===== src/logic/tape_dump_consts.svh =====
// timing, framing and reset constants for the tape dump block
// assumes a 20 MHz system clock and frame layout start, 8 data, parity, stop
`ifndef TAPE_DUMP_CONSTS_SVH
`define TAPE_DUMP_CONSTS_SVH
`define CLOCK_HZ 20000000
`define TRANSFER_S 10
`define FULL_WORDS 256
`define EXT_WORDS 512
`define FRAME_BITS 11
`define MARK_HZ 2400
`define SPACE_HZ 1200
`define GATE_US 1000
`define MARK_RUN 5'h10
`define IDLE_FRAMES 2
`define START_BIT 1'b0
`define STOP_BIT 1'b1
`define TAPE_RESET 1'b0
`endif


===== src/logic/tape_dump_pkg.sv =====
// types shared by the tape dump block
// assumes nothing beyond the consts header
package tape_dump_pkg;
  typedef struct packed {
    logic [1:0] code;
    logic [5:0] pitch;
  } word_t;
  typedef struct packed {
    logic mode_pgm;
    logic proceed;
    logic stop;
    logic len512;
    logic [2:0] digital;
    logic [5:0] pitch;
  } pins_t;
  typedef enum logic [2:0] {
    CTL_IDLE, CTL_SAMPLE, CTL_GATE, CTL_SETTLE, CTL_DRAIN, CTL_LISTEN, CTL_WRITE, CTL_DONE
  } ctl_t;
  typedef enum logic [1:0] {RX_HUNT, RX_START, RX_BITS} rx_t;
endpackage


===== src/logic/word_fifo.sv =====
// word fifo with valid/ready on both sides
// assumes one clock; ready on the fill side drops when full
module word_fifo #(
  parameter int WIDTH = 8,
  parameter int DEPTH = 8
) (
  input wire logic clock_in,
  input wire logic rst_in,
  input wire logic in_valid_in,
  output logic in_ready_out,
  input wire logic [WIDTH-1:0] in_data_in,
  output logic out_valid_out,
  input wire logic out_ready_in,
  output logic [WIDTH-1:0] out_data_out
);
  localparam int AW = $clog2(DEPTH);
  if (DEPTH < 2 || (1 << AW) != DEPTH || WIDTH < 1) begin : bad_shape
    $error("fifo depth must be a power of two of at least 2");
  end
  logic [WIDTH-1:0] mem_q [DEPTH];
  logic [AW:0] wr_q, wr_d, rd_q, rd_d;
  logic push, pop;
  always_comb begin
    in_ready_out = (wr_q ^ rd_q) != {1'b1, AW'(0)};
    out_valid_out = wr_q != rd_q;
    out_data_out = mem_q[rd_q[AW-1:0]];
    push = in_valid_in && in_ready_out;
    pop = out_valid_out && out_ready_in;
    wr_d = push ? wr_q + 1'b1 : wr_q;
    rd_d = pop ? rd_q + 1'b1 : rd_q;
  end
  always_ff @(posedge clock_in) begin
    if (rst_in) begin
      wr_q <= '0;
      rd_q <= '0;
    end else begin
      wr_q <= wr_d;
      rd_q <= rd_d;
    end
    if (push) begin
      mem_q[wr_q[AW-1:0]] <= in_data_in;
    end
  end
endmodule


===== src/logic/tone_detect.sv =====
// half-period tone classifier for the tape input
// assumes tape_in is a squared-up line signal from outside the clock domain
module tone_detect #(
  parameter logic [23:0] THRESH = 24'h00_186a,
  parameter logic [23:0] LOST = 24'h00_411a
) (
  input wire logic clock_in,
  input wire logic rst_in,
  input wire logic tape_in,
  output logic tone_mark_out,
  output logic strobe_out,
  output logic carrier_out
);
  logic sync1_q, sync2_q, prev_q;
  logic [23:0] cnt_q, cnt_d;
  logic mark_q, mark_d, strobe_q, strobe_d, carrier_q, carrier_d;
  always_comb begin
    cnt_d = (cnt_q < LOST) ? cnt_q + 24'h00_0001 : cnt_q;
    mark_d = mark_q;
    strobe_d = 1'b0;
    carrier_d = carrier_q && cnt_q < LOST;
    if (sync2_q != prev_q) begin
      cnt_d = 24'h00_0001;
      // a gap of two space half periods or more only restarts timing
      if (cnt_q < LOST) begin
        mark_d = cnt_q < THRESH;
        strobe_d = 1'b1;
        carrier_d = 1'b1;
      end
    end
  end
  always_ff @(posedge clock_in) begin
    if (rst_in) begin
      sync1_q <= 1'b0;
      sync2_q <= 1'b0;
      prev_q <= 1'b0;
      cnt_q <= '0;
      mark_q <= 1'b1;
      strobe_q <= 1'b0;
      carrier_q <= 1'b0;
    end else begin
      sync1_q <= tape_in;
      sync2_q <= sync1_q;
      prev_q <= sync2_q;
      cnt_q <= cnt_d;
      mark_q <= mark_d;
      strobe_q <= strobe_d;
      carrier_q <= carrier_d;
    end
  end
  assign tone_mark_out = mark_q;
  assign strobe_out = strobe_q;
  assign carrier_out = carrier_q;
endmodule


===== src/logic/tape_dump.sv =====
// tape dump sequencer: saves sequencer memory words to tape and restores them
// assumes all switch, button, memory and tape inputs are asynchronous pins
//
// How it works
// - in record mode a transfer starts only on a press of the proceed button.
// - a full 256-word memory is sent in about 10 s, each word taking a fixed frame time.
// - when the last record word has gone out the done lamp lights and stays lit.
// - in record mode a high early-stop input on the current address makes that word the last one.
// - the transfer length is 256 words, or 512 when the length select is set.
// - in record mode read-back words are compared with sent words and a mismatch lights error.
// - the gate output pulses once per transferred word to step the address counter.
// - in program mode the mark lamp lights while the idle mark tone is heard.
// - in program mode done lights after the data stream ends, error if any word was bad.
// - the programmer is inhibited while program mode is selected and freed in record.
// - a word carries a 6-bit pitch value plus a 2-bit digital code.
// - the code is one of four values, the fourth when no digital input is high.
`include "tape_dump_consts.svh"
module tape_dump
  import tape_dump_pkg::*;
#(
  parameter logic [23:0] BIT_CYCLES =
    24'(`CLOCK_HZ * `TRANSFER_S / (`FULL_WORDS * `FRAME_BITS)),
  parameter logic [23:0] MARK_HALF = 24'(`CLOCK_HZ / (2 * `MARK_HZ)),
  parameter logic [23:0] SPACE_HALF = 24'(`CLOCK_HZ / (2 * `SPACE_HZ)),
  parameter logic [23:0] GATE_CYCLES = 24'((`CLOCK_HZ / 1000 * `GATE_US + 999) / 1000),
  parameter int FIFO_DEPTH = 8
) (
  input wire logic clock_in,
  input wire logic rst_in,
  input wire logic program_record_select_in,
  input wire logic proceed_in,
  input wire logic stop_in,
  input wire logic length_512_in,
  input wire logic [5:0] pitch_in,
  input wire logic [2:0] digital_in,
  input wire logic tape_in,
  output logic tape_out,
  output logic gate_out,
  output logic write_out,
  output logic [5:0] rx_pitch_out,
  output logic [2:0] rx_digital_out,
  output logic mark_lamp_out,
  output logic done_lamp_out,
  output logic error_lamp_out,
  output logic programmer_inhibit_out
);
  localparam logic [23:0] IDLE_CYCLES = 24'(BIT_CYCLES * `FRAME_BITS * `IDLE_FRAMES);
  localparam logic [23:0] FRAME_CYC = 24'(BIT_CYCLES * `FRAME_BITS);
  localparam logic [23:0] THRESH = MARK_HALF + ((SPACE_HALF - MARK_HALF) >> 1);
  if (MARK_HALF < 2 || SPACE_HALF <= MARK_HALF || BIT_CYCLES < 2 * SPACE_HALF
      || GATE_CYCLES == 0 || SPACE_HALF > 24'h3f_ffff) begin : bad_timing
    $error("tape timing parameters out of range");
  end

  function automatic logic [1:0] code_of(input logic [2:0] d);
    if (d[0]) return 2'h0;
    if (d[1]) return 2'h1;
    if (d[2]) return 2'h2;
    return 2'h3;
  endfunction
  function automatic logic [2:0] lines_of(input logic [1:0] c);
    return (c == 2'h3) ? 3'h0 : 3'h1 << c;
  endfunction
  function automatic logic [9:0] limit_of(input logic l512);
    return l512 ? 10'(`EXT_WORDS) : 10'(`FULL_WORDS);
  endfunction
  function automatic logic [`FRAME_BITS-1:0] frame_of(input word_t w);
    return {`STOP_BIT, ^w, w, `START_BIT};
  endfunction

  ////////////////////////////////////////////////////////////////////////////
  pins_t pins_in, sync1_q, sync2_q;
  logic proceed_prev_q, start, rec_run, pgm_run;
  logic fifo_in_ready, fifo_out_valid, fifo_out_ready, push_valid, ser_take;
  word_t fifo_out_data, push_data, sample_word;
  logic tone_mark, tone_strobe, carrier;
  // button bounce is harmless: a press only starts a transfer while idle or done
  always_comb begin
    pins_in = {program_record_select_in, proceed_in, stop_in, length_512_in,
               digital_in, pitch_in};
    start = sync2_q.proceed && !proceed_prev_q;
  end
  always_ff @(posedge clock_in) begin
    if (rst_in) begin
      sync1_q <= '0;
      sync2_q <= '0;
      proceed_prev_q <= 1'b0;
    end else begin
      sync1_q <= pins_in;
      sync2_q <= sync1_q;
      proceed_prev_q <= sync2_q.proceed;
    end
  end

  ////////////////////////////////////////////////////////////////////////////
  ctl_t ctl_q, ctl_d;
  logic [9:0] words_q, words_d;
  logic [23:0] timer_q, timer_d, idle_q, idle_d;
  logic last_q, last_d, mode_q, mode_d, got_q, got_d, gate_q, gate_d, write_q, write_d;
  logic [5:0] rx_pitch_q, rx_pitch_d;
  logic [2:0] rx_dig_q, rx_dig_d;
  logic ser_busy_q, rx_valid_q, rx_bad_q;
  word_t rx_word_q, sent_q;
  always_comb begin
    ctl_d = ctl_q;
    words_d = words_q;
    timer_d = timer_q;
    last_d = last_q;
    mode_d = mode_q;
    got_d = got_q;
    rx_pitch_d = rx_pitch_q;
    rx_dig_d = rx_dig_q;
    sample_word = '{code: code_of(sync2_q.digital), pitch: sync2_q.pitch};
    rec_run = !mode_q && ctl_q != CTL_IDLE && ctl_q != CTL_DONE;
    pgm_run = mode_q && ctl_q != CTL_IDLE && ctl_q != CTL_DONE;
    push_valid = (ctl_q == CTL_SAMPLE) || (pgm_run && rx_valid_q);
    push_data = (ctl_q == CTL_SAMPLE) ? sample_word : rx_word_q;
    fifo_out_ready = mode_q ? ctl_q == CTL_LISTEN : rec_run && !ser_busy_q;
    ser_take = rec_run && fifo_out_valid && fifo_out_ready;
    idle_d = (rx_valid_q || idle_q >= IDLE_CYCLES) ? (rx_valid_q ? '0 : idle_q)
                                                   : idle_q + 24'h00_0001;
    if (pgm_run && rx_valid_q) begin
      got_d = 1'b1;
    end
    unique case (ctl_q)
      CTL_IDLE, CTL_DONE: if (start) begin
        mode_d = sync2_q.mode_pgm;
        ctl_d = sync2_q.mode_pgm ? CTL_LISTEN : CTL_SAMPLE;
        words_d = '0;
        last_d = 1'b0;
        got_d = 1'b0;
        idle_d = '0;
      end
      CTL_SAMPLE: if (fifo_in_ready) begin
        words_d = words_q + 10'h001;
        last_d = sync2_q.stop || words_d == limit_of(sync2_q.len512);
        timer_d = GATE_CYCLES;
        ctl_d = CTL_GATE;
      end
      CTL_LISTEN: if (fifo_out_valid) begin
        rx_pitch_d = fifo_out_data.pitch;
        rx_dig_d = lines_of(fifo_out_data.code);
        words_d = words_q + 10'h001;
        last_d = words_d == limit_of(sync2_q.len512);
        timer_d = GATE_CYCLES;
        ctl_d = CTL_WRITE;
      end else if (got_q && idle_q >= IDLE_CYCLES) begin
        ctl_d = CTL_DONE;
      end
      CTL_GATE, CTL_SETTLE, CTL_WRITE: if (timer_q > 24'h00_0001) begin
        timer_d = timer_q - 24'h00_0001;
      end else begin
        timer_d = GATE_CYCLES;
        if (ctl_q == CTL_WRITE) begin
          ctl_d = CTL_GATE;
        end else if (ctl_q == CTL_GATE) begin
          ctl_d = CTL_SETTLE;
        end else if (last_q) begin
          ctl_d = mode_q ? CTL_DONE : CTL_DRAIN;
        end else begin
          ctl_d = mode_q ? CTL_LISTEN : CTL_SAMPLE;
        end
      end
      CTL_DRAIN: if (!fifo_out_valid && !ser_busy_q) begin
        ctl_d = CTL_DONE;
      end
    endcase
    gate_d = ctl_d == CTL_GATE;
    write_d = ctl_d == CTL_WRITE;
  end
  always_ff @(posedge clock_in) begin
    if (rst_in) begin
      ctl_q <= CTL_IDLE;
      words_q <= '0;
      timer_q <= '0;
      idle_q <= '0;
      last_q <= 1'b0;
      mode_q <= 1'b0;
      got_q <= 1'b0;
      gate_q <= 1'b0;
      write_q <= 1'b0;
      rx_pitch_q <= '0;
      rx_dig_q <= '0;
    end else begin
      ctl_q <= ctl_d;
      words_q <= words_d;
      timer_q <= timer_d;
      idle_q <= idle_d;
      last_q <= last_d;
      mode_q <= mode_d;
      got_q <= got_d;
      gate_q <= gate_d;
      write_q <= write_d;
      rx_pitch_q <= rx_pitch_d;
      rx_dig_q <= rx_dig_d;
    end
  end

  // record side keeps the sampler up to eight words ahead of the tape
  word_fifo #(.WIDTH($bits(word_t)), .DEPTH(FIFO_DEPTH)) buffer (
    .clock_in(clock_in),
    .rst_in(rst_in),
    .in_valid_in(push_valid),
    .in_ready_out(fifo_in_ready),
    .in_data_in(push_data),
    .out_valid_out(fifo_out_valid),
    .out_ready_in(fifo_out_ready),
    .out_data_out(fifo_out_data)
  );

  ////////////////////////////////////////////////////////////////////////////
  logic ser_busy_d, tape_q, tape_d, cur_mark;
  logic [`FRAME_BITS-1:0] frame_q, frame_d;
  logic [3:0] bit_q, bit_d;
  logic [23:0] btimer_q, btimer_d, half_q, half_d, half_len, fcnt_q;
  word_t sent_d;
  always_comb begin
    ser_busy_d = ser_busy_q;
    frame_d = frame_q;
    bit_d = bit_q;
    btimer_d = btimer_q;
    sent_d = sent_q;
    if (ser_take) begin
      ser_busy_d = 1'b1;
      frame_d = frame_of(fifo_out_data);
      bit_d = '0;
      btimer_d = BIT_CYCLES;
      sent_d = fifo_out_data;
    end else if (ser_busy_q) begin
      if (btimer_q > 24'h00_0001) begin
        btimer_d = btimer_q - 24'h00_0001;
      end else begin
        btimer_d = BIT_CYCLES;
        frame_d = frame_q >> 1;
        if (bit_q == 4'(`FRAME_BITS - 1)) begin
          ser_busy_d = 1'b0;
        end else begin
          bit_d = bit_q + 4'h1;
        end
      end
    end
    // idle line carries the mark tone so the receiver can lock before data
    cur_mark = !ser_busy_q || frame_q[0];
    half_len = cur_mark ? MARK_HALF : SPACE_HALF;
    tape_d = tape_q;
    half_d = half_q + 24'h00_0001;
    if (half_d >= half_len) begin
      half_d = '0;
      tape_d = !tape_q;
    end
  end
  always_ff @(posedge clock_in) begin
    if (rst_in) begin
      ser_busy_q <= 1'b0;
      frame_q <= '1;
      bit_q <= '0;
      btimer_q <= '0;
      sent_q <= '0;
      half_q <= '0;
      tape_q <= `TAPE_RESET;
      fcnt_q <= '0;
    end else begin
      ser_busy_q <= ser_busy_d;
      frame_q <= frame_d;
      bit_q <= bit_d;
      btimer_q <= btimer_d;
      sent_q <= sent_d;
      half_q <= half_d;
      tape_q <= tape_d;
      fcnt_q <= ser_busy_q ? fcnt_q + 24'h00_0001 : '0;
    end
  end

  ////////////////////////////////////////////////////////////////////////////
  tone_detect #(.THRESH(THRESH), .LOST({SPACE_HALF[22:0], 1'b0})) detect (
    .clock_in(clock_in),
    .rst_in(rst_in),
    .tape_in(tape_in),
    .tone_mark_out(tone_mark),
    .strobe_out(tone_strobe),
    .carrier_out(carrier)
  );
  rx_t rx_q, rx_d;
  logic [9:0] shift_q, shift_d;
  logic [3:0] rbit_q, rbit_d;
  logic [23:0] rtimer_q, rtimer_d;
  logic rx_valid_d, rx_bad_d, line_bit;
  word_t rx_word_d, cmp_q, cmp_d;
  always_comb begin
    rx_d = rx_q;
    shift_d = shift_q;
    rbit_d = rbit_q;
    rtimer_d = rtimer_q;
    rx_valid_d = 1'b0;
    rx_bad_d = rx_bad_q;
    rx_word_d = rx_word_q;
    cmp_d = cmp_q;
    line_bit = tone_mark && carrier;
    unique case (rx_q)
      RX_HUNT: if (carrier && !tone_mark) begin
        rx_d = RX_START;
        // sent_q moves on before the read-back frame ends
        cmp_d = sent_q;
        rtimer_d = BIT_CYCLES >> 1;
      end
      RX_START: if (rtimer_q > 24'h00_0001) begin
        rtimer_d = rtimer_q - 24'h00_0001;
      end else if (line_bit) begin
        rx_d = RX_HUNT;
      end else begin
        rx_d = RX_BITS;
        rtimer_d = BIT_CYCLES;
        rbit_d = '0;
      end
      RX_BITS: if (rtimer_q > 24'h00_0001) begin
        rtimer_d = rtimer_q - 24'h00_0001;
      end else begin
        rtimer_d = BIT_CYCLES;
        shift_d = {line_bit, shift_q[9:1]};
        if (rbit_q == 4'(`FRAME_BITS - 2)) begin
          rx_d = RX_HUNT;
          rx_valid_d = 1'b1;
          rx_word_d = shift_d[7:0];
          rx_bad_d = !shift_d[9] || (^shift_d[8:0]);
        end else begin
          rbit_d = rbit_q + 4'h1;
        end
      end
      default: rx_d = RX_HUNT;
    endcase
  end
  always_ff @(posedge clock_in) begin
    if (rst_in) begin
      rx_q <= RX_HUNT;
      shift_q <= '0;
      rbit_q <= '0;
      rtimer_q <= '0;
      rx_valid_q <= 1'b0;
      rx_bad_q <= 1'b0;
      rx_word_q <= '0;
      cmp_q <= '0;
    end else begin
      rx_q <= rx_d;
      shift_q <= shift_d;
      rbit_q <= rbit_d;
      rtimer_q <= rtimer_d;
      rx_valid_q <= rx_valid_d;
      rx_bad_q <= rx_bad_d;
      rx_word_q <= rx_word_d;
      cmp_q <= cmp_d;
    end
  end

  ////////////////////////////////////////////////////////////////////////////
  logic [4:0] run_q, run_d;
  logic mark_q, mark_d, done_q, done_d, error_q, error_d, inhibit_q, inhibit_d, err_ev;
  always_comb begin
    run_d = run_q;
    if (!carrier) begin
      run_d = '0;
    end else if (tone_strobe) begin
      run_d = !tone_mark ? '0 : (run_q == `MARK_RUN) ? run_q : run_q + 5'h01;
    end
    mark_d = sync2_q.mode_pgm && carrier && run_q == `MARK_RUN;
    inhibit_d = sync2_q.mode_pgm;
    // the event wins over the clear taken from a fresh start
    done_d = (done_q && !start) || (ctl_q != CTL_DONE && ctl_d == CTL_DONE);
    err_ev = (rec_run && rx_valid_q && (rx_bad_q || rx_word_q != cmp_q))
          || (pgm_run && rx_valid_q && (rx_bad_q || !fifo_in_ready));
    error_d = (error_q && !start) || err_ev;
  end
  always_ff @(posedge clock_in) begin
    if (rst_in) begin
      run_q <= '0;
      mark_q <= 1'b0;
      done_q <= 1'b0;
      error_q <= 1'b0;
      inhibit_q <= 1'b0;
    end else begin
      run_q <= run_d;
      mark_q <= mark_d;
      done_q <= done_d;
      error_q <= error_d;
      inhibit_q <= inhibit_d;
    end
  end
  assign tape_out = tape_q;
  assign gate_out = gate_q;
  assign write_out = write_q;
  assign rx_pitch_out = rx_pitch_q;
  assign rx_digital_out = rx_dig_q;
  assign mark_lamp_out = mark_q;
  assign done_lamp_out = done_q;
  assign error_lamp_out = error_q;
  assign programmer_inhibit_out = inhibit_q;
endmodule


===== config.mk =====
export PLATFORM = sky130hd
export DESIGN_NAME = tape_dump
export DESIGN_NICKNAME = d
export VERILOG_FILES = /design/src/logic/tape_dump_pkg.sv /design/src/logic/word_fifo.sv /design/src/logic/tone_detect.sv /design/src/logic/tape_dump.sv
export VERILOG_INCLUDE_DIRS = /design/src /design/src/logic
export SDC_FILE = /design/constraint.sdc
export NUM_CORES = 1
export LEC_CHECK = 0
export BUFFER_PORTS_ARGS = -buffer_cell sky130_fd_sc_hd__buf_2
export CORE_UTILIZATION = 65
export CTS_BUF_LIST = sky130_fd_sc_hd__clkbuf_16
export CTS_CLUSTER_SIZE = 20
export DETAILED_ROUTE_END_ITERATION = 16
export PLACE_DENSITY = 0.82
export RECOVER_POWER = 50
export SYNTH_ARGS = -nofsm -noshare
export SYNTH_HDL_FRONTEND = slang
export SYNTH_HIERARCHICAL = 1
export SYNTH_SLANG_ARGS = --single-unit

===== constraint.sdc =====
create_clock -name clock_in -period 5.64 [get_ports clock_in]
set_input_delay 1.692 -clock clock_in [delete_from_list [all_inputs] [get_ports clock_in]]
set_output_delay 1.692 -clock clock_in [all_outputs]
set_load 0.005 [all_outputs]

Word level (Yosys, flattened, before mapping)
Memories as Yosys holds them, arrays and structs flattened. A register that Yosys moved wholly into a read port is not among the register bits.
Index checks and enable logic that the tools add are counted.
- add/subtract/negate cells: 12
- multiply operators: 0
- divide/modulo/power cells: 0
- order comparisons: 7
- eq/ne operators: 34
- shift operators: 1
- multiplexer cells: 87
- bitwise operators: 7
- reduce and logical (&&, ||, !) cells: 77
- operators with widths (operator ; number):
    two-way mux 24 bit ; 12
    case mux 24 bit (3 select lines) ; 2
    adder 24 x 1 -> 24 bit (second input constant) ; 3
    greater-than comparator 24 x 1 -> 1 bit (second input constant) ; 3
    subtractor 24 x 1 -> 24 bit (second input constant) ; 3
    two-way mux 10 bit ; 7
    two-way mux 3 bit ; 14
    two-way mux 17 bit ; 2
    case mux 10 bit (3 select lines) ; 1
    two-way mux 1 bit ; 25
    greater-or-equal comparator 24 x 14 -> 1 bit ; 1
    greater-or-equal comparator 24 x 21 -> 1 bit (second input constant) ; 1
    logical AND 1 bit ; 24
    < comparator 24 x 13 -> 1 bit (second input constant) ; 1
    < comparator 24 x 15 -> 1 bit (second input constant) ; 1
    two-way mux 2 bit ; 12
    inequality test 2 bit (second input constant) ; 11
    equality test 3 bit (second input constant) ; 6
    adder 4 x 1 -> 4 bit (second input constant) ; 4
    two-way mux 4 bit ; 4
    AND reduction 2 bit ; 8
    case mux 3 bit (5 select lines) ; 1
    two-way mux 14 bit ; 1
    AND reduction 3 bit ; 4
    other kinds (34) ; 74
- flip-flop bits (word level): 280
- latch bits: 0
- RAM bits: 64
- memory bits (read-only): 0
- bits of input ports: 16
- output and inout port bits: 16
- logic and storage cells: 285
- memories kept: 1
- memories (name ; words ; width ; read ports ; clocked after Yosys merged registers in ; write ports ; line ; source):
    buffer.mem_q ; 8 ; 8 ; 1 ; 1 ; 1 ; word_fifo.sv:20 ; logic [WIDTH-1:0] mem_q [DEPTH];

Longest topological paths before layout
Gate-level depths: netlist (run 1).
- word-level depth: 9
- gate-level depth with buffers: 13
- gate-level depth less buffers: 11

Cells and area by module
The synthesis (run 1) kept the hierarchy.
- by module, submodules not included (module ; instances ; cells each ; area each (um^2) ; seq. area each (um^2)):
    tape_dump ; 1 ; 1325 ; 11167.0 ; 4824.6
    word_fifo ; 1 ; 177 ; 3168.0 ; 2142.1
    tone_detect ; 1 ; 142 ; 1262.5 ; 600.6

Least setup slack after synthesis (run 1)
Ideal clock, no wire load.
- kind: flip-flop to flip-flop
- start: register ctl_q[0]
- end: memory buffer.mem_q[3][0], enable pin
- library setup time: 398 ps
- arrival: 2356 ps
- data required time: 5242 ps
- slack: 2886 ps
- stages on the path, launching flop included: 8
- buffers on the path: 2
- cells stage by stage: dfxtp_1 > clkbuf_1 > buf_1 > o21a_1 > nand3_1 > nand2_1 > nand2_1 > nor4b_1
- longest elaborated chain between the ends: 8
- ends and longest elaborated chain (what ; line ; source):
    start, declared ; tape_dump.sv:96 ; ctl_t ctl_q, ctl_d;
    start signal, assigned ; tape_dump.sv:185 ; ctl_q <= ctl_d;
    nonzero test 3 bit ; tape_dump.sv:115 ; pgm_run = mode_q && ctl_q != CTL_IDLE && ctl_q != CTL_DONE;
    logical AND 1 bit (2 in a row) ; tape_dump.sv:115 ;
    logical AND 1 bit ; tape_dump.sv:116 ; push_valid = (ctl_q == CTL_SAMPLE) || (pgm_run && rx_valid_q);
    logical OR 1 bit * ; tape_dump.sv:116 ;
    named net push_valid ; tape_dump.sv:74 ; logic fifo_in_ready, fifo_out_valid, fifo_out_ready, push_valid, ser_take;
    logical AND 1 bit * ; word_fifo.sv:27 ; push = in_valid_in && in_ready_out;
    two-way mux 1 bit * ; word_fifo.sv:40 ; if (push) begin
    two-way mux 1 bit (implied by the code) * ; word_fifo.sv:41 ; mem_q[wr_q[AW-1:0]] <= in_data_in;
    end, declared ; word_fifo.sv:20 ;
Mark *: on every way through the listed nets, which the timed path passes. The rest lies on a longest branch.

Worst setup path after layout (run 1)
- start: input rst_in
- end: register run_q[2]
- longest elaborated chain between the ends: 1
- ends and longest elaborated chain (what ; line ; source):
    start, declared ; tape_dump.sv:29 ; input wire logic rst_in,
    OR reduction 2 bit (no source line) ; n/a ;
    end signal, assigned ; tape_dump.sv:380 ; run_q <= run_d;
    end, declared ; tape_dump.sv:355 ; logic [4:0] run_q, run_d;
No other way between the ends.
A chain may end at the register's enable or synchronous reset.

==> results.json, run 1 <==
{
  "antenna_found_initial": 0,
  "switching_share_pct": 36.0,
  "end_kind": "flop",
  "rr_startpoint": "buffer/wr_q[2]",
  "hold_path_class": "reg2reg",
  "syn_area_um2": 15600,
  "dr_total_vias": 11800,
  "synthCells": 1644,
  "hold_violations": 0,
  "htree_levels": 2,
  "drive_above_1_share_pct": 8.09,
  "dp_slack_ns": 2.25,
  "dr.pass1.iters": 6,
  "clock_path_buffers": 3,
  "die_w_um": 157,
  "crit_chain": "buf_4 > clkbuf_1 > nor2b_1 > o21ai_0 > nor2_1",
  "min_from": "sync1_q[8]",
  "post_cts_resized": 0,
  "cpPeakStageDelay_ns": 1.59,
  "cp-start-kind": "input port",
  "pwr-share-clk_pct": 27.5,
  "grt_util_all_layers_pct": 26.3,
  "path_clk_slew_ns": 0.06,
  "root_buffer": "clkbuf_16",
  "ys_seq_area_share_pct": 48.5,
  "nNetsFinal": 1709,
  "post_cts_buffers": 0,
  "synth.most_common_cell": "dfxtp_1",
  "sequentialPowerShare_pct": 40.4,
  "synth_area_leader_cell": "dfxtp_1",
  "cts_tree": "yes",
  "grt_max_degree": 67,
  "finalSetupViolations": 0,
  "final.setup.tns_ns": 0,
  "slowest_stage": "clkbuf_1",
  "maxSlewHeadroom_pct": -42.7,
  "synth-async-reset-ratio_pct": 0,
  "synth_common_cells": "282 x dfxtp_1, 193 x nor2_1, 166 x nand2_1, 112 x a21oi_1, 78 x xnor2_1",
  "worst_pin_slew_ns": 2.14,
  "violations": "max-capacitance violations, max-slew violations",
  "fmax_mhz": 246,
  "vias_per_cell": 5.90,
  "power_density_nw_per_um2": 456,
  "peakVddDrop_uv": 310,
  "syn_to_final_growth_pct": 8.66,
  "worstPathMaxFanout": 54,
  "yosysWarnings": 6,
  "slew_violations": 63,
  "die_h_um": 157,
  "core-area_um2": 23500,
  "fin_worst_skew_ns": 0.0134,
  "fin_crit_sh_pct": 72.0,
  "synth-edff-count": 64,
  "status": "finished with violations",
  "power.switching_w": 0.00278,
  "synth_top_area_share_pct": 36.2,
  "syn_avg_cell_area_um2": 9.49,
  "die_area_um2": 24600,
  "maxCapViolCount": 2,
  "combPwrFrac_pct": 32.1,
  "cts_made_buffers": 35,
  "grt_pass1_vias": 11100,
  "ys_types": 83,
  "crit_type": "in2reg",
  "synth_ff_type": "dfxtp_1",
  "internal_power_w": 0.00495,
  "power_w": 0.00773,
  "pin_count": 32,
  "clk_latency_ns": 0.52,
  "totalWireLength_um": 31600,
  "wl_per_cell_um": 15.8,
  "hold_slack_ns": 0.434,
  "period_minus_slack_ns": 4.06,
  "antenna_cells": 0,
  "crit_required_ns": 6.01,
  "ant_nets": 0,
  "synth_seq_cells": 346,
  "grt_pass1_wl_um": 52500,
  "first_iter_violations": 1133,
  "hold_buffers": 0,
  "worstPathArrival_ns": 4.43,
  "rsz0062_at_grt": "no",
  "hpwl_um": 21300,
  "initial_utilization_pct": 66.4,
  "clock_sinks": 346,
  "gp_congestion": 0.863,
  "timing.critical_path.from": "rst_in",
  "finalWorstSetupSlack_ns": 1.58,
  "synth_area_leaders": "dfxtp_1 36%, edfxtp_1 12%, nor2_1 4.6%",
  "portBuffers": 31,
  "grt_overflow_total": 0,
  "p_leak_nw": 6.25,
  "drc": 0,
  "rows": 56
}
==> power groups by stage <==
| stage | Clock, W | Sequential (W) | Combinational, W |
|---|---|---|---|
| after global routing | 0.00226 | 0.00316 | 0.00277 |
| after global placement | 0 | 0.00315 | 0.00240 |
| after detailed placement | 0 | 0.00316 | 0.00247 |
| final | 0.00213 | 0.00312 | 0.00248 |
| after CTS | 0.00216 | 0.00312 | 0.00249 |
| after floorplan | 0 | 0.00302 | 0.00213 |
==> final timing paths <==
path / endpoint / slack [ns] / depth (start not counted)
worst max-delay path: run_q[2] / 1.58 / 5
worst min-delay path: sync2_q[8] / 0.43 / 1
worst max register to register: words_q[4] / 1.71 / 8
worst min register to register: sync2_q[8] / 0.43 / 1
==> layout by cell type (no fill, tap or decap), types with 7 or more instances in the layout <==
| master | count |
|---|---|
| nand2b_1 | 15 |
| inv_1 | 43 |
| ha_1 | 34 |
| nand2_1 | 166 |
| or3_1 | 21 |
| conb_1 | 10 |
| mux4_2 | 16 |
| clkbuf_1 | 11 |
| nor2_1 | 194 |
| nand4_1 | 31 |
| a21oi_1 | 112 |
| or4_1 | 11 |
| and2_1 | 8 |
| dfxtp_1 | 282 |
| o31ai_1 | 9 |
| edfxtp_1 | 64 |
| o21ai_0 | 45 |
| nor2b_1 | 52 |
| nor4_1 | 35 |
| and2_0 | 7 |
| a211oi_1 | 13 |
| mux2_2 | 10 |
| xor2_1 | 43 |
| or2_2 | 8 |
| buf_2 | 20 |
| nand3b_1 | 7 |
| nor3_1 | 61 |
| buf_4 | 10 |
| and3_1 | 21 |
| nand3_1 | 48 |
| xnor2_1 | 78 |
| clkbuf_16 | 36 |
| mux2i_1 | 35 |
==> cells by family (layout without fill, tap and decap cells) <==
logic type                 count (synthesis)  count (layout)  synth area share, %
buffers and inverters                    107             135                 2.88
AOI/OAI and AO/OA                        244             244                 9.67
muxes                                     66              66                 5.64
DFF                                      346             346                 48.5
other                                      1              10               0.0240
and+or+nand+nor                          724             724                 23.6
adders and majority gates                 34              34                 2.73
xor gates and xnor gates                 122             122                 6.90
==> area by class of cell <==
| class | count | area, um2 |
|---|---|---|
| multi-input combinational | 1200 | 7590 |
| clock buffer | 36 | 901 |
| sequential | 346 | 7570 |
| inverter | 35 | 131 |
| tap | 319 | 399 |
| clock inverter | 23 | 141 |
| timing repair buffer | 41 | 216 |
| fill | 1723 | 6520 |
==> layer usage <==
layer  wire (um)  GRT usage, %  vias up
met5           0             0        -
met4         795          9.38        0
met3        1370          3.94       65
met2       15200          44.3      277
met1       14200          34.3     5634
li1            -             -     5819
==> registers in the layout, indices dropped and copies added, names as in the netlist, 5 cells and up, named ones only <==
signal        flops
buffer/mem_q     64
sync2_q           6
btimer_q         24
run_q             5
rx_pitch_out      6
detect/cnt_q     24
rtimer_q         24
sent_q            8
idle_q           24
sync1_q          13
timer_q          24
frame_q          11
cmp_q             8
shift_q           9
rx_word_q         8
half_q           24
sample_word       6
words_q          10
==> per-stage QoR <==
step | utilization, % | cells | instance area, um2
detailed placement | 68.0 | 1941 | 16000
finish | 72.2 | 2000 | 16900
global route | 72.2 | 2000 | 16900
global placement | 68.0 | 1941 | 16000
CTS | 72.4 | 2000 | 17000
floorplan | - | 1653 | 15600
==> critical path: cells and delay by family <==
family	cells	cell delay [ns]
simple gates	2	0.30
compound gates	1	0.36
buf+inv	2	2.05
Note: power is estimated with default switching activity, not from simulation.
==> inputs of run 2 (changes only) <==
Settings changed: CORE_UTILIZATION 65 to 57, PLACE_DENSITY 0.82 to 0.76.
Clock period 5.64 ns to 3.6 ns, I/O delays scaled along.
==> results.json, run 2 (synthesized netlist as in run 1, its figures left out) <==
{
  "status": "finished, final reports clean",
  "nNetsFinal": 1726,
  "drive_above_1_share_pct": 8.57,
  "sequentialPowerShare_pct": 38.8,
  "fin_crit_sh_pct": 88.7,
  "rsz0062_at_grt": "no",
  "fin_area_um2": 17200,
  "power_density_nw_per_um2": 723,
  "maxSlewHeadroom_pct": 33.2,
  "die_h_um": 167,
  "path_delay_family": "simple AND/OR/NAND/NOR gates",
  "internal_power_w": 0.00798,
  "layout_common_cells": "282 x dfxtp_1, 194 x nor2_1, 166 x nand2_1",
  "post-route-util_pct": 63.9,
  "initial_utilization_pct": 58.0,
  "cts_tree": "yes",
  "syn_to_final_growth_pct": 10.1,
  "final_common_cell": "dfxtp_1",
  "antenna_found_initial": 0,
  "grt_pass1_vias": 10900,
  "use_met3_pct": 3.24,
  "crit_required_ns": 3.99,
  "worstPathMaxFanout": 12,
  "switching_share_pct": 35.8,
  "htree_levels": 2,
  "power.switching_w": 0.00444,
  "slowest_stage": "nor4_2",
  "dp_slack_ns": 0.561,
  "rr_startpoint": "buffer/wr_q[2]",
  "met2_usage_pct": 37.0,
  "clk_latency_ns": 0.53,
  "finalWorstSetupSlack_ns": 0.407,
  "cp-start-kind": "flop",
  "cpPeakStageDelay_ns": 0.76,
  "r2r_setup_slack_ns": 0.41,
  "gp_congestion": 0.891,
  "path_clk_slew_ns": 0.06,
  "clock_path_buffers": 3,
  "hold_violations": 0,
  "cts_made_buffers": 37,
  "min_from": "sync1_q[6]",
  "grt_util_all_layers_pct": 22.7,
  "grtUsageMet1_pct": 31.3,
  "worstPathArrival_ns": 3.58,
  "antenna_cells": 0,
  "pwr-share-clk_pct": 28.9,
  "pin_count": 32,
  "dr_total_vias": 11700,
  "die_area_um2": 28000,
  "cpMostUsedCell": "nor2_1",
  "slew_violations": 0,
  "clock_sinks": 346,
  "portBuffers": 31,
  "ant_nets": 0,
  "top_usage_layer": "met2",
  "hpwl_um": 21100,
  "dr.pass1.iters": 5,
  "combPwrFrac_pct": 32.2,
  "final.setup.tns_ns": 0,
  "crit_type": "reg2reg",
  "largest_register_ffs": 64,
  "root_buffer": "clkbuf_16",
  "grt_overflow_total": 0,
  "timing.critical_path.from": "buffer/wr_q[2]",
  "worst_pin_slew_ns": 0.998,
  "post_cts_resized": 0,
  "maxCapViolCount": 0,
  "vias_per_cell": 5.73,
  "core-area_um2": 26900,
  "p_leak_nw": 6.35,
  "hold_path_class": "reg2reg",
  "rows": 60,
  "wl_per_cell_um": 15.5,
  "grt_pass1_wl_um": 53100,
  "first_iter_violations": 895,
  "end_kind": "flop",
  "placed_cell_area_um2": 16100,
  "period_minus_slack_ns": 3.19,
  "totalWireLength_um": 31600,
  "peakVddDrop_uv": 449,
  "die_w_um": 167,
  "path_buf_inv": 2,
  "post_cts_buffers": 0,
  "fmax_mhz": 313,
  "fin_worst_skew_ns": 0.0235,
  "finalSetupViolations": 0,
  "drc": 0,
  "hold_buffers": 0,
  "crit_chain": "xor2_1 > nor4_2 > inv_1 > a21oi_1 > o211ai_1 > buf_4 > nand4_1 > nor2_1 > xnor2_1 > nor2_1",
  "grt_max_degree": 101
}
==> run 2: cell count changes in the layout (fill, tap and decap cells not counted), moves of 2 or more <==
cell / previous run / this run
clkbuf_1: 11 / 16
nor3b_1: 3 / 5
inv_2: 2 / 0
clkinv_1: 3 / 8
clkinvlp_4: 1 / 3
clkbuf_16: 36 / 38
nor3b_2: 2 / 0
buf_4: 10 / 18
==> run 2: final timing paths <==
check,end,cells past startpoint
setup / recovery,timer_q[19],10
hold / removal,sync2_q[6],1
setup reg to reg,timer_q[19],10
hold reg to reg,sync2_q[6],1
==> run 2: metal layers <==
metal	up-vias	wire [um]
li1	5853	-
met1	5541	14800
met2	264	14500
met3	61	1510
met4	0	703
met5	-	0
==> run 2: area by class of cell <==
class	count	area [um2]
Clock buffer	38	951
Clock inverter	28	206
Fill cell	2172	9700
Inverter	35	131
Multi-Input combinational cell	1200	7580
Sequential cell	346	7570
Tap cell	341	427
Timing Repair Buffer	56	320
==> run 2: per-stage QoR <==
stage | power [W] | std cells | hold WS (ns)
2_1_floorplan | 0.00807 | 1653 | 0.414
3_3_place_gp | 0.00882 | 1978 | 0.422
3_5_place_dp | 0.00892 | 1978 | 0.423
4_1_cts | 0.0125 | 2044 | 0.440
5_1_grt | 0.0132 | 2044 | 0.457
6_report | 0.0124 | 2044 | 0.436
==> run 2: worst reg2reg max path: cells and delay by family (launching register included) <==
kind | cells | cell delay (ns)
compound gates | 2 | 0.61
xor+xnor | 2 | 0.37
flops | 1 | 0.55
simple gates | 4 | 0.97
buf+inv | 2 | 0.57
==> run 2: power by group through the flow <==
stage	Clock, W	Sequential, W	Combinational (W)
2_1_floorplan	0	0.00473	0.00334
3_3_place_gp	0	0.00488	0.00394
3_5_place_dp	0	0.00489	0.00402
4_1_cts	0.00367	0.00482	0.00405
5_1_grt	0.00382	0.00489	0.00445
6_report	0.00359	0.00483	0.00400
